==> config.mk <==
export PLATFORM = sky130hd
export DESIGN_NAME = batt_cycle_seq
export DESIGN_NICKNAME = d
export VERILOG_FILES = /design/src/hdl/batt_seq_pkg.sv /design/src/hdl/sec_timer.sv /design/src/hdl/batt_cycle_seq.sv
export SDC_FILE = /design/constraint.sdc
export NUM_CORES = 1
export LEC_CHECK = 0
export BUFFER_PORTS_ARGS = -buffer_cell sky130_fd_sc_hd__buf_4
export CORE_AREA = 8 8 149 255
export DETAILED_ROUTE_END_ITERATION = 8
export DIE_AREA = 0 0 157 263
export HOLD_SLACK_MARGIN = 0.06
export PLACE_DENSITY_LB_ADDON = 0.3
export SYNTH_ARGS = -nofsm -noshare
export SYNTH_HDL_FRONTEND = slang
export SYNTH_SLANG_ARGS = --single-unit
==> constraint.sdc <==
create_clock -name i_ref_clk -period 5.46 [get_ports i_ref_clk]
set_clock_uncertainty 0.2 [all_clocks]
set_input_delay 1.638 -clock i_ref_clk [delete_from_list [all_inputs] [get_ports i_ref_clk]]
set_output_delay 1.638 -clock i_ref_clk [all_outputs]
set_load 0.05 [all_outputs]
==> src/hdl/batt_seq_pkg.sv <==
// package: constants, types and register map of the battery cycle test sequencer
package batt_seq_pkg;
    // register byte offsets
    localparam logic [7:0] OFS_CTRL = 8'h00;
    localparam logic [7:0] OFS_DIS_CURR = 8'h04;
    localparam logic [7:0] OFS_DIS_VOLT = 8'h08;
    localparam logic [7:0] OFS_CHG_END_CURR = 8'h0c;
    localparam logic [7:0] OFS_CHG_TIME = 8'h10;
    localparam logic [7:0] OFS_DIS_TIME = 8'h14;
    localparam logic [7:0] OFS_CAP_LIMIT = 8'h18;
    localparam logic [7:0] OFS_TEST_TIME = 8'h1c;
    localparam logic [7:0] OFS_REST_TIME = 8'h20;
    localparam logic [7:0] OFS_CYCLES = 8'h24;
    localparam logic [7:0] OFS_CMD = 8'h28;
    localparam logic [7:0] OFS_STATUS = 8'h2c;
    localparam logic [7:0] OFS_ELAPSED = 8'h30;
    localparam logic [7:0] OFS_CYC_DONE = 8'h34;
    // ctrl fields
    localparam int CTRL_COMB_BIT = 0;
    localparam int CTRL_START_DIS_BIT = 1;
    localparam int CTRL_CAP_ACT_LSB = 2;
    localparam int CTRL_TIME_ACT_LSB = 4;
    // cmd fields
    localparam int CMD_RUN_BIT = 0;
    localparam int CMD_STOP_BIT = 1;
    // limits; times in seconds
    localparam logic [15:0] PHASE_MAX_S = 16'h8ca0; // 36000 s = 10 h
    localparam logic [15:0] REST_MIN_S = 16'h0001;
    localparam logic [15:0] REST_MAX_S = 16'h8ca0;
    localparam logic [15:0] TEST_MIN_S = 16'h0001;
    localparam logic [15:0] TEST_MAX_S = 16'h8ca0;
    localparam logic [23:0] CAP_MAX_CAH = 24'h98967f; // 99999.99 Ah in 0.01 Ah
    localparam logic [9:0] CYC_MAX = 10'h3e7; // 999
    // reset values
    localparam logic [31:0] CTRL_RST = 32'h0000_0000;
    localparam logic [15:0] REST_RST = 16'h0001;
    localparam logic [15:0] TIME_RST = 16'h8ca0;
    localparam logic [9:0] CYC_RST = 10'h001;

    typedef enum logic [1:0] {ACT_NONE, ACT_SIGNAL, ACT_END} limit_action_e;

    // condition codes as reported
    typedef enum logic [3:0] {
        COND_IDLE, COND_CHARGING, COND_DISCHARGING, COND_RESTING, COND_FINISHED,
        COND_ERROR, COND_SIG_AH, COND_SIG_TIME, COND_CAPACITY_ENDED_STATE, COND_END_TIME
    } cond_e;

    typedef struct packed {
        logic comb_mode;
        logic start_dis;
        limit_action_e cap_act;
        limit_action_e time_act;
    } seq_ctrl_s;

    typedef struct packed {
        logic [15:0] volt;
        logic [15:0] curr;
    } analog_s;
endpackage

==> src/hdl/sec_timer.sv <==
// one-second-tick timer with clear and limit compare
`timescale 1ns/1ps
module sec_timer import batt_seq_pkg::*; #(
    parameter int W = 16
) (
    input wire logic i_ref_clk, // clock
    input wire logic i_sys_rst, // sync reset
    input wire logic i_ce, // clock enable
    input wire logic i_clr, // clear count
    input wire logic i_tick, // one-second tick
    input wire logic i_run, // count when high
    input wire logic [W-1:0] i_limit, // limit in seconds
    output logic [W-1:0] o_count, // elapsed seconds
    output logic o_hit // count reached limit
);
    logic [W-1:0] count_reg;
    wire logic at_top = &count_reg;

    always_ff @(posedge i_ref_clk) begin
        if (i_sys_rst) begin
            count_reg <= '0;
        end else if (i_ce) begin
            if (i_clr) begin
                count_reg <= '0;
            end else if (i_run && i_tick && !at_top) begin
                count_reg <= count_reg + 1'b1;
            end
        end
    end

    assign o_count = count_reg;
    assign o_hit = (count_reg >= i_limit);
endmodule // sec_timer

==> src/hdl/batt_cycle_seq.sv <==
// battery combined charge/discharge test sequencer with ahb-lite registers
// Overview of operation
// - discharge, rest, start-phase and cycle settings act only in combined mode
// - discharging phase sinks programmed discharge current
// - discharging ends when battery voltage falls to discharge end voltage
// - each phase ends at its max duration, capped at ten hours
// - one shared capacity limit, 0 to 99999.99 Ah, checked against accumulation
// - global test time limit, 1 s to 10 h, checked across both phases
// - capacity limit action: ignore, signal and continue, or stop
// - independent test time action: ignore, signal and continue, or stop
// - rest between phases for programmed 1 to 36000 seconds
// - start-phase setting picks charging or discharging first
// - after any phase the opposite phase runs next
// - cycle count 1 to 999, zero repeats without limit
// - test ends only on cycle count or enabled stop criterion
// - host run command starts, stop command halts immediately
// - condition readable at any time
// - idle when never started or stopped; finished on normal completion
// - device alarm during test stops it and shows error
// - capacity limit shows signalled or ended state
// - test time limit shows signalled or ended state
// - running condition shows charging, discharging or resting
// - charging ends when charge current decays to end current
//
// Chosen here: the register offsets and the AHB-Lite register port.
`timescale 1ns/1ps
module batt_cycle_seq import batt_seq_pkg::*; #(
    parameter int TW = 16,
    parameter int CW = 24
) (
    input wire logic i_ref_clk, // 20 mhz clock
    input wire logic i_sys_rst, // sync reset, active high
    input wire logic i_ce, // clock enable, freezes state when low
    input wire logic i_hsel, // ahb select
    input wire logic [31:0] i_haddr, // ahb address
    input wire logic [1:0] i_htrans, // ahb transfer type
    input wire logic i_hwrite, // ahb write
    input wire logic [2:0] i_hsize, // ahb size
    input wire logic [31:0] i_hwdata, // ahb write data
    input wire logic i_hready, // ahb bus ready
    output logic [31:0] o_hrdata, // ahb read data
    output logic o_hreadyout, // ahb slave ready
    output logic o_hresp, // ahb response, always okay
    input wire logic i_sec_tick, // one-second tick pulse
    input wire analog_s i_meas, // measured battery voltage and current
    input wire logic [CW-1:0] i_acc_cap, // accumulated capacity, 0.01 ah
    input wire logic i_alarm, // device alarm level
    output logic o_charge_en, // charging phase active
    output logic o_discharge_en, // discharging phase active
    output logic [15:0] o_dis_curr_set, // discharge current setpoint
    output logic o_limit_signal, // a limit reached, test continues
    output logic o_running // test running
);
    typedef enum logic [2:0] {S_IDLE, S_CHG, S_DIS, S_REST_C, S_REST_D} seq_e;

    // bus registers
    seq_ctrl_s ctrl_reg;
    logic [15:0] dis_curr_reg, dis_volt_reg, chg_end_curr_reg;
    logic [TW-1:0] chg_time_reg, dis_time_reg, test_time_reg, rest_time_reg;
    logic [CW-1:0] cap_lim_reg;
    logic [9:0] cycles_reg;
    // sequencer state
    seq_e st_reg, st_next;
    cond_e cond_reg, cond_next;
    logic [9:0] cyc_done_reg;
    logic half_reg; // one phase of the current pair done
    logic cap_sig_reg, time_sig_reg;
    // ahb data phase
    logic wr_pend_reg, rd_pend_reg;
    logic [7:0] addr_reg;
    logic [31:0] rdata_reg;

    function automatic logic [TW-1:0] clamp_t(input logic [31:0] v, input logic [15:0] lo, input logic [15:0] hi);
        logic [TW-1:0] r;
        r = v[TW-1:0];
        if (v < {16'h0000, lo}) begin
            r = lo[TW-1:0];
        end else if (v > {16'h0000, hi}) begin
            r = hi[TW-1:0];
        end
        return r;
    endfunction

    // saturate against the whole written word, so large values cannot wrap to small ones
    function automatic logic [31:0] sat_load(input logic [31:0] v, input logic [31:0] hi);
        return (v > hi) ? hi : v;
    endfunction

    // the active phase has met its own end condition
    function automatic logic phase_over(input seq_e s, input logic c_end, input logic d_end);
        return ((s == S_CHG) && c_end) || ((s == S_DIS) && d_end);
    endfunction

    // address phase decode
    wire logic addr_ok = i_hsel && i_hready && i_htrans[1];
    wire logic do_wr = wr_pend_reg;
    wire logic wr_cmd = do_wr && (addr_reg == OFS_CMD);
    wire logic cmd_run = wr_cmd && i_hwdata[CMD_RUN_BIT];
    wire logic cmd_stop = wr_cmd && i_hwdata[CMD_STOP_BIT];
    // a refused run leaves timers and counters untouched
    wire logic run_ok = cmd_run && ctrl_reg.comb_mode && !i_alarm;
    wire logic busy = (st_reg != S_IDLE);
    wire logic in_rest = (st_reg == S_REST_C) || (st_reg == S_REST_D);

    // timers: one shared by both phases and the rests, and one over the whole test
    // clears on state changes only, so a run written mid-test cannot stretch a phase
    // one timer serves phases and rests, since they never overlap
    wire logic phase_clr = (st_reg != st_next);
    wire logic [TW-1:0] phase_limit = (st_reg == S_CHG) ? chg_time_reg :
                                      (st_reg == S_DIS) ? dis_time_reg : rest_time_reg;
    logic phase_hit, test_hit;
    logic [TW-1:0] phase_cnt, test_cnt;

    sec_timer #(.W(TW)) u_phase_timer (
        .i_ref_clk(i_ref_clk),
        .i_sys_rst(i_sys_rst),
        .i_ce(i_ce),
        .i_clr(phase_clr),
        .i_tick(i_sec_tick),
        .i_run(busy),
        .i_limit(phase_limit),
        .o_count(phase_cnt),
        .o_hit(phase_hit)
    );

    sec_timer #(.W(TW)) u_test_timer (
        .i_ref_clk(i_ref_clk),
        .i_sys_rst(i_sys_rst),
        .i_ce(i_ce),
        .i_clr(run_ok && !busy),
        .i_tick(i_sec_tick),
        .i_run(busy),
        .i_limit(test_time_reg),
        .o_count(test_cnt),
        .o_hit(test_hit)
    );

    // measured levels are compared raw; any filtering happens ahead of this block
    // phase end conditions
    wire logic chg_end = phase_hit || (i_meas.curr <= chg_end_curr_reg);
    wire logic dis_end = phase_hit || (i_meas.volt <= dis_volt_reg);
    // limits are level compares, so a held limit keeps its condition shown
    wire logic cap_hit = (i_acc_cap >= cap_lim_reg);
    wire logic cap_stop = cap_hit && (ctrl_reg.cap_act == ACT_END);
    wire logic cap_sig = cap_hit && (ctrl_reg.cap_act == ACT_SIGNAL);
    wire logic time_stop = test_hit && (ctrl_reg.time_act == ACT_END);
    wire logic time_sig = test_hit && (ctrl_reg.time_act == ACT_SIGNAL);
    // a pair completes when the second phase of it ends
    wire logic phase_end = phase_over(st_reg, chg_end, dis_end);
    wire logic pair_done = half_reg && phase_end;
    wire logic [9:0] cyc_inc = cyc_done_reg + 10'h001;
    wire logic cycles_met = pair_done && (cycles_reg != 10'h000) && (cyc_inc >= cycles_reg);
    // the reported phase is the one entered at this edge
    wire cond_e run_cond = (st_next == S_CHG) ? COND_CHARGING :
                           (st_next == S_DIS) ? COND_DISCHARGING : COND_RESTING;
    wire logic test_start = !busy && (st_next != S_IDLE);

    always_comb begin
        st_next = st_reg;
        cond_next = cond_reg;
        case (st_reg)
            S_IDLE: begin
                if (run_ok) begin
                    st_next = ctrl_reg.start_dis ? S_DIS : S_CHG;
                end
            end
            S_CHG: begin
                if (chg_end) begin
                    st_next = S_REST_D;
                end
            end
            S_DIS: begin
                if (dis_end) begin
                    st_next = S_REST_C;
                end
            end
            S_REST_C: begin
                if (phase_hit) begin
                    st_next = S_CHG;
                end
            end
            S_REST_D: begin
                if (phase_hit) begin
                    st_next = S_DIS;
                end
            end
            default: begin
                st_next = S_IDLE;
            end
        endcase
        if (busy) begin
            // stop criteria in priority: manual stop, alarm, limits, cycles
            if (cmd_stop) begin
                st_next = S_IDLE;
                cond_next = COND_IDLE;
            end else if (i_alarm) begin
                st_next = S_IDLE;
                cond_next = COND_ERROR;
            end else if (cap_stop) begin
                st_next = S_IDLE;
                cond_next = COND_CAPACITY_ENDED_STATE;
            end else if (time_stop) begin
                st_next = S_IDLE;
                cond_next = COND_END_TIME;
            end else if (cycles_met) begin
                st_next = S_IDLE;
                cond_next = COND_FINISHED;
            end else if (cap_sig) begin
                cond_next = COND_SIG_AH;
            end else if (time_sig) begin
                cond_next = COND_SIG_TIME;
            end else begin
                cond_next = run_cond;
            end
        end else if (st_next != S_IDLE) begin
            cond_next = run_cond;
        end
    end

    // sequencer registers
    always_ff @(posedge i_ref_clk) begin
        if (i_sys_rst) begin
            st_reg <= S_IDLE;
            cond_reg <= COND_IDLE;
            cyc_done_reg <= '0;
            half_reg <= 1'b0;
            cap_sig_reg <= 1'b0;
            time_sig_reg <= 1'b0;
        end else if (i_ce) begin
            st_reg <= st_next;
            cond_reg <= cond_next;
            // limit flags are registered so the signal output cannot glitch
            cap_sig_reg <= busy && cap_sig;
            time_sig_reg <= busy && time_sig;
            if (test_start) begin
                cyc_done_reg <= '0;
                half_reg <= 1'b0;
            end else if (phase_end) begin
                half_reg <= !half_reg;
                // the count sticks at its top when cycles repeat without limit
                if (pair_done && cyc_done_reg != CYC_MAX) begin
                    cyc_done_reg <= cyc_inc;
                end
            end
        end
    end

    // ahb-lite slave: zero wait states, writes land in the data phase
    // hsize is not decoded: every register is one whole word
    always_ff @(posedge i_ref_clk) begin
        if (i_sys_rst) begin
            wr_pend_reg <= 1'b0;
            rd_pend_reg <= 1'b0;
            addr_reg <= '0;
        end else if (i_ce) begin
            wr_pend_reg <= addr_ok && i_hwrite;
            rd_pend_reg <= addr_ok && !i_hwrite;
            if (addr_ok) begin
                addr_reg <= i_haddr[7:0];
            end
        end
    end

    // config writes; settings clamp into their documented ranges
    always_ff @(posedge i_ref_clk) begin
        if (i_sys_rst) begin
            ctrl_reg <= seq_ctrl_s'(CTRL_RST[5:0]);
            dis_curr_reg <= '0;
            dis_volt_reg <= '0;
            chg_end_curr_reg <= '0;
            chg_time_reg <= TIME_RST;
            dis_time_reg <= TIME_RST;
            test_time_reg <= TIME_RST;
            rest_time_reg <= REST_RST;
            cap_lim_reg <= CAP_MAX_CAH;
            cycles_reg <= CYC_RST;
        end else if (i_ce && do_wr) begin
            case (addr_reg)
                OFS_CTRL: begin
                    ctrl_reg.comb_mode <= i_hwdata[CTRL_COMB_BIT];
                    ctrl_reg.start_dis <= i_hwdata[CTRL_START_DIS_BIT];
                    ctrl_reg.cap_act <= limit_action_e'(i_hwdata[CTRL_CAP_ACT_LSB +: 2]);
                    ctrl_reg.time_act <= limit_action_e'(i_hwdata[CTRL_TIME_ACT_LSB +: 2]);
                end
                OFS_DIS_CURR: dis_curr_reg <= i_hwdata[15:0];
                OFS_DIS_VOLT: dis_volt_reg <= i_hwdata[15:0];
                OFS_CHG_END_CURR: chg_end_curr_reg <= i_hwdata[15:0];
                OFS_CHG_TIME: chg_time_reg <= clamp_t(i_hwdata, REST_MIN_S, PHASE_MAX_S);
                OFS_DIS_TIME: dis_time_reg <= clamp_t(i_hwdata, REST_MIN_S, PHASE_MAX_S);
                OFS_TEST_TIME: test_time_reg <= clamp_t(i_hwdata, TEST_MIN_S, TEST_MAX_S);
                OFS_REST_TIME: rest_time_reg <= clamp_t(i_hwdata, REST_MIN_S, REST_MAX_S);
                // a wide write saturates at the top instead of wrapping
                OFS_CAP_LIMIT: cap_lim_reg <= CW'(sat_load(i_hwdata, 32'(CAP_MAX_CAH)));
                OFS_CYCLES: cycles_reg <= 10'(sat_load(i_hwdata, 32'(CYC_MAX)));
                default: begin
                end
            endcase
        end
    end

    // read mux, readable any time
    // unmapped offsets and the write-only command word read as zero
    logic [31:0] rd_mux;
    always_comb begin
        case (i_haddr[7:0])
            OFS_CTRL: rd_mux = {26'h0, ctrl_reg.time_act, ctrl_reg.cap_act, ctrl_reg.start_dis, ctrl_reg.comb_mode};
            OFS_DIS_CURR: rd_mux = {16'h0, dis_curr_reg};
            OFS_DIS_VOLT: rd_mux = {16'h0, dis_volt_reg};
            OFS_CHG_END_CURR: rd_mux = {16'h0, chg_end_curr_reg};
            OFS_CHG_TIME: rd_mux = {16'h0, chg_time_reg};
            OFS_DIS_TIME: rd_mux = {16'h0, dis_time_reg};
            OFS_CAP_LIMIT: rd_mux = {8'h0, cap_lim_reg};
            OFS_TEST_TIME: rd_mux = {16'h0, test_time_reg};
            OFS_REST_TIME: rd_mux = {16'h0, rest_time_reg};
            OFS_CYCLES: rd_mux = {22'h0, cycles_reg};
            OFS_STATUS: rd_mux = {20'h0, 3'h0, busy, 4'h0, cond_reg};
            OFS_ELAPSED: rd_mux = {phase_cnt, test_cnt};
            OFS_CYC_DONE: rd_mux = {22'h0, cyc_done_reg};
            default: rd_mux = 32'h0000_0000;
        endcase
    end

    // read data captured at address phase so it stands through the data phase
    always_ff @(posedge i_ref_clk) begin
        if (i_sys_rst) begin
            rdata_reg <= '0;
        end else if (i_ce && addr_ok && !i_hwrite) begin
            rdata_reg <= rd_mux;
        end
    end

    // no wait states: every access completes in its data phase
    assign o_hrdata = rdata_reg;
    assign o_hreadyout = 1'b1;
    assign o_hresp = 1'b0;
    assign o_charge_en = (st_reg == S_CHG);
    assign o_discharge_en = (st_reg == S_DIS);
    assign o_dis_curr_set = (st_reg == S_DIS) ? dis_curr_reg : 16'h0000;
    assign o_limit_signal = cap_sig_reg || time_sig_reg;
    assign o_running = busy || in_rest;
endmodule // batt_cycle_seq

### Yosys cells after proc, flatten, opt, wreduce, memory -nomap -nowiden

Index checks and enable logic that the tools add are counted.
W data, S select, Z words.

| cells by class | value |
|---|---|
| $add $sub $neg | 3 |
| magnitude comparators | 10 |
| eq/ne operators | 34 |
| multiplexer cells | 41 |
| reduce and logical (&&, ||, !) cells | 70 |

Operators with widths:

| operator | number |
|---|---|
| $pmux W32 S13 | 1 |
| $mux W16 | 9 |
| $eq A8 B5 Y1 const B | 8 |
| $eq A8 B6 Y1 const B | 8 |
| $mux W3 | 14 |
| $mux W10 | 4 |
| $add A16 B1 Y16 const B | 2 |
| $eq A8 B4 Y1 const B | 4 |
| $ge A16 B16 Y1 | 2 |
| $gt A32 B10 Y1 const B | 1 |
| $gt A32 B16 Y1 const B | 1 |
| $gt A32 B24 Y1 const B | 1 |
| $le A16 B16 Y1 | 2 |
| $lt A32 B1 Y1 const B | 1 |
| $reduce_and A16 Y1 | 2 |
| $reduce_and A2 Y1 | 15 |
| $logic_and A1 B1 Y1 | 28 |
| $ge A24 B24 Y1 | 1 |
| $mux W24 | 1 |
| $mux W4 | 6 |
| $eq A8 B3 Y1 const B | 2 |
| $logic_not A8 Y1 | 2 |
| $pmux W3 S5 | 1 |
| $add A10 B1 Y10 const B | 1 |
| 17 further kinds | 41 |

| storage, ports and cells | value |
|---|---|
| bits in registers | 245 |
| logic and storage cells | 182 |

### Logic depth before layout (Yosys ltp)

| depth | value |
|---|---|
| depth after elaboration | 27 |
| mapped depth | 20 |

### Cells and area by module

Synthesis repeated with hierarchy kept, for this count alone.

| unflattened totals | value |
|---|---|
| cell total of the unflattened synthesis | 1774 |
| area, all modules | 14302.5 um2 |

By module, submodules not included:

| module | instances | cells each | area an instance (um2) |
|---|---|---|---|
| batt_cycle_seq | 1 | 1426 | 11589.9 |
| sec_timer | 2 | 174 | 1356.3 |

### Worst setup path after synthesis

No wires, ideal clock.

| timing | value |
|---|---|
| path type | register to register |
| start | register st_reg[2] |
| end | register u_phase_timer.count_reg[10] (netlist: u_phase_timer.o_count[10]) |
| setup time | 0.071 ns |
| arrival | 4.813 ns |
| data required time | 5.189 ns |
| slack | 0.377 ns |
| cell stages (with the launch flop) | 21 |
| buffers on the path | 4 |
| clock period less this slack | 5.083 ns |
| cell sequence | dfxtp_1 -> clkbuf_1 -> nor2_1 -> and2_1 -> buf_2 -> buf_1 -> mux2i_1 -> nor2_1 -> a21oi_1 -> ha_1 -> a21o_1 -> a221o_1 -> a221oi_1 -> nand3_1 -> o21ai_1 -> a21oi_2 -> nor3_1 -> o21a_1 -> o21ai_1 -> clkbuf_1 -> a21oi_1 |

| on the way | value |
|---|---|
| cells in the longest elaborated chain, start to end | 19 |
| elaborated cells between the ends (all ways) | 35 |

RTL lines:

| what | line | source |
|---|---|---|
| from (decl) | batt_cycle_seq.sv:63 | `seq_e st_reg, st_next;` |
| from (signal assigned) | batt_cycle_seq.sv:230 | `st_reg <= st_next;` |
| $eq A3 B2 Y1 * | -- |  |
| net o_discharge_en | batt_cycle_seq.sv:49 | `output logic o_discharge_en,` |
| branches (longest 14 deep; another with $ge A16 B16 Y1) | -- |  |
| $mux W3 * | batt_cycle_seq.sv:191 | `if (busy) begin` |
| $ne A3 B3 Y1 * | batt_cycle_seq.sv:108 | `wire logic phase_clr = (st_reg != st_next);` |
| $reduce_bool A2 Y1 (no line) | -- |  |
| $reduce_and A2 Y1 (no line) | -- |  |
| to (signal assigned) | sec_timer.sv:26 | `count_reg <= count_reg + 1'b1;` |
| to (decl) | sec_timer.sv:16 | `logic [W-1:0] count_reg;` |

Mark *: on every way through the listed nets, which the timed path passes.
A chain may end at the register's enable or synchronous reset.

### Worst setup path in the final report

| timing | value |
|---|---|
| start | register st_reg[0] |
| end | register cond_reg[0] |

| on the way | value |
|---|---|
| cells in the longest elaborated chain, start to end | 27 |
| elaborated cells between the ends (all ways) | 45 |

RTL lines:

| what | line | source |
|---|---|---|
| branches (longest 27 deep; another with $ge A16 B16 Y1) | -- |  |
| to (signal assigned) | batt_cycle_seq.sv:231 | `cond_reg <= cond_next;` |
| to (decl) | batt_cycle_seq.sv:64 | `cond_e cond_reg, cond_next;` |

Parallel ways; which one is timed is not known. The select of a mux whose other input is x is not followed.

==> results_dict.tcl <==
set metrics [dict create \
    crit_path_max_fanout 17 \
    grt_usage_pct 25.4 \
    startpoint_type "flip-flop" \
    synth_top_area_share_pct 36.1 \
    cpMaxStageDelayCell "dfxtp_1" \
    hold_path.startpoint "dis_curr_reg[9]" \
    reg2reg_setup_slack_ns 0.58 \
    grt_pass1_vias 13600 \
    route.detailed.drc 0 \
    cts-buffers-inserted 25 \
    route.detailed.vias_per_inst 5.95 \
    die_outline_area_um2 41300 \
    worst-endpoint-required_ns 5.71 \
    ant_nets 0 \
    slew_violations 0 \
    hp-class "reg2reg" \
    ys_seq_area_share_pct 36.1 \
    cts_hold_buf 0 \
    peakVddDrop_uv 196 \
    number_of_buffers_added_on_ports 156 \
    max_cap_viol_count 0 \
    dp_slack_ns 0.374 \
    setup_ws_final_ns 0.577 \
    routabilityCongestion 0.986 \
    critPathMostFrequentCell "nor2_1" \
    finalCriticalPeriod_ns 4.88 \
    drt-wirelength-per-cell_um 22.8 \
    setup_repair_after_global_routing_missed_its_margin "false" \
    finalSetupTns_ns 0 \
    hold_depth 2 \
    num_io_pins 187 \
    mappedNetlistNets 1976 \
    post_synth_instance_area_um2 13600 \
    relSlewSlack_pct 27.8 \
    synth_top_cell_by_area "dfxtp_1" \
    final-instance-count-excl-fill 2335 \
    floorplan.initialDensity_pct 39.6 \
    arrival_ns 5.13 \
    power_density_nw_per_um2 240 \
    netlist-cell-type-count 76 \
    timing.final.hold_violations 0 \
    ctsLongestPathBuffers 3 \
    tightestPinTransition_ns 1.07 \
    timing.final.crit_share_pct 89.4 \
    yosys-top-cells-area "dfxtp_1, ha_1, a21oi_1, nor2_1, nand2_1" \
    num-nets-final 2090 \
    synthesis.area_per_instance_um2 7.80 \
    cts_tree "done" \
    worstSetupEndpointType "flip-flop" \
    r2r_start "st_reg[0]" \
    fp.dieH_um 263 \
    delay_contributed_by_the_slowest_stage_of_the_critical_path_ns 0.43 \
    area_grow_syn2layout_pct 18.4 \
    dp.final_hpwl_um 40100 \
    antenna_found_initial 0 \
    cellLeakagePower_nw 6.24 \
    placement_row_count 90 \
    design_power_total_mw 3.86 \
    route.vias.total 13900 \
    yosys_register_bits 245 \
    timing.reg2reg.worst_path_depth 18 \
    synth_warnings 0 \
    cts.sinks 245 \
    grt_start_max_net_pins 72 \
    synthArstFlopShare_pct 0 \
    grt_first_pass_wirelength_um 80900 \
    ys_dominant_reg_cell "dfxtp_1" \
    crit-reg2reg-capture "cond_reg[0]" \
    overflow 0 \
    achievable-frequency_mhz 205 \
    cts_setup_buffers 0 \
    detail_route.first_pass.iterations 6 \
    route.final.wire_length_um 53400 \
    timing.setup.critical_path_class "reg2reg" \
    n_antenna_cell 0 \
    die_w_um 157 \
    fin_util_pct 46.8 \
    placed_cells 2289 \
    design.core.area_um2 34300 \
    worstSkewPairLatency_ns 0.55 \
    clock_tree.htree_level_count 1 \
    post_cts_resized 0 \
    cts_root_buffer "clkbuf_16" \
    setup_violations 0 \
    netlist_instances 1742 \
    final.fill_count 3398 \
    synth-edff-count 0 \
    whs_endpoint "dis_curr_reg[9]" \
    run_status "complete, no violations" \
    clk_pin_slew_worst_paths_ns 0.07 \
    path_cells "nor2_1, and2_1, buf_4, mux2i_1, nor2_1, a21oi_1, ha_1, and2_1, a221o_1, a221oi_1, nand3_1, o21ai_1, a21oi_2, buf_4, nor2_1, o21ai_1, a311o_1, a221oi_1" \
    synth_most_common_cell "dfxtp_1" \
    synthTopCellsByCount "dfxtp_1, nor2_1, nand2_1, a21oi_1, ha_1" \
    drive_gt1_share_pct 13.6 \
    drtIter0Drc 1167 \
    largest_register_ff_count 32 \
]
==> stage by stage <==
stage / instance area [µm²] / hold WS [ns]
after floorplan: 13600 / 0.232
after global placement: 15200 / 0.253
after detailed placement: 15200 / 0.259
after CTS: 16100 / 0.268
after global routing: 16100 / 0.296
final: 16100 / 0.267
==> per-layer routing <==
layer	vias to the layer above	GRT usage [%]	wire length, µm
met4	0	18.5	4560
met3	204	3.54	3440
met1	6577	27.0	19100
met5	-	0	0
li1	6491	-	-
met2	627	44.6	26200
==> layout make-up <==
| type | instances | area, µm² | area share (%) |
|---|---|---|---|
| Clock inverter | 14 | 185 | 1.15 |
| Inverter | 95 | 357 | 2.22 |
| Clock buffer | 32 | 692 | 4.30 |
| Sequential cell | 245 | 4900 | 30.5 |
| Timing Repair Buffer | 193 | 1450 | 9.03 |
| Multi-Input combinational cell | 1296 | 7920 | 49.2 |
| Tap cell | 460 | 576 | 3.58 |
==> how the worst max path moves through the flow <==
stage                                 to       start
6_report                     cond_reg[0]   st_reg[0]
5_1_grt                      cond_reg[0]   st_reg[0]
4_1_cts                      cond_reg[0]   st_reg[0]
3_5_place_dp   u_phase_timer.o_count[14]  i_meas[17]
3_3_place_gp   u_phase_timer.o_count[12]  i_meas[17]
2_1_floorplan  u_phase_timer.o_count[10]   st_reg[2]
==> layout by cell type, fill, tap and decap left out, drive strengths merged, types with 7 or more instances in the layout <==
master,n
o22ai,16
and2,14
a22oi,40
xor2,17
or4,10
a31oi,17
xnor2,9
o211ai,25
ha,101
a21oi,183
nor2b,14
nor3,25
a22o,24
clkinv,7
a221oi,30
dfxtp,245
inv,95
o21ai,41
mux2i,23
a211oi,18
a222oi,21
a21o,7
nand3,34
and3,32
nand4,33
nor4,12
nor2,234
clkbuf,32
o21a,9
nand2,229
buf,193
==> worst max-delay path, delay by kind of cell, from the launching register on <==
kind            cells  cell delay (ns)
compound gates      8             2.18
fa+ha+maj           1             0.29
mux                 1             0.24
simple gates        6             0.94
flops               1             0.43
buf+inv             2             0.50
==> cell families after synthesis <==
| family | count (synthesis) | synth area share [%] |
|---|---|---|
| and+or+nand+nor | 671 | 22.3 |
| AOI/OAI and AO/OA | 473 | 23.2 |
| DFF | 245 | 36.1 |
| buffers and inverters | 201 | 5.70 |
| adders and majority gates | 101 | 9.30 |
| xor gates and xnor gates | 26 | 1.68 |
| muxes | 23 | 1.69 |
| other | 2 | 0.0553 |
==> power by group <==
group / internal, mW / total (mW) / switching, mW
clock network: 1.09 / 1.86 / 0.775
registers: 1.79 / 1.79 / 0.00177
logic: 0.0834 / 0.211 / 0.128
total: 2.96 / 3.86 / 0.905
(Power assumes the default switching activity.)
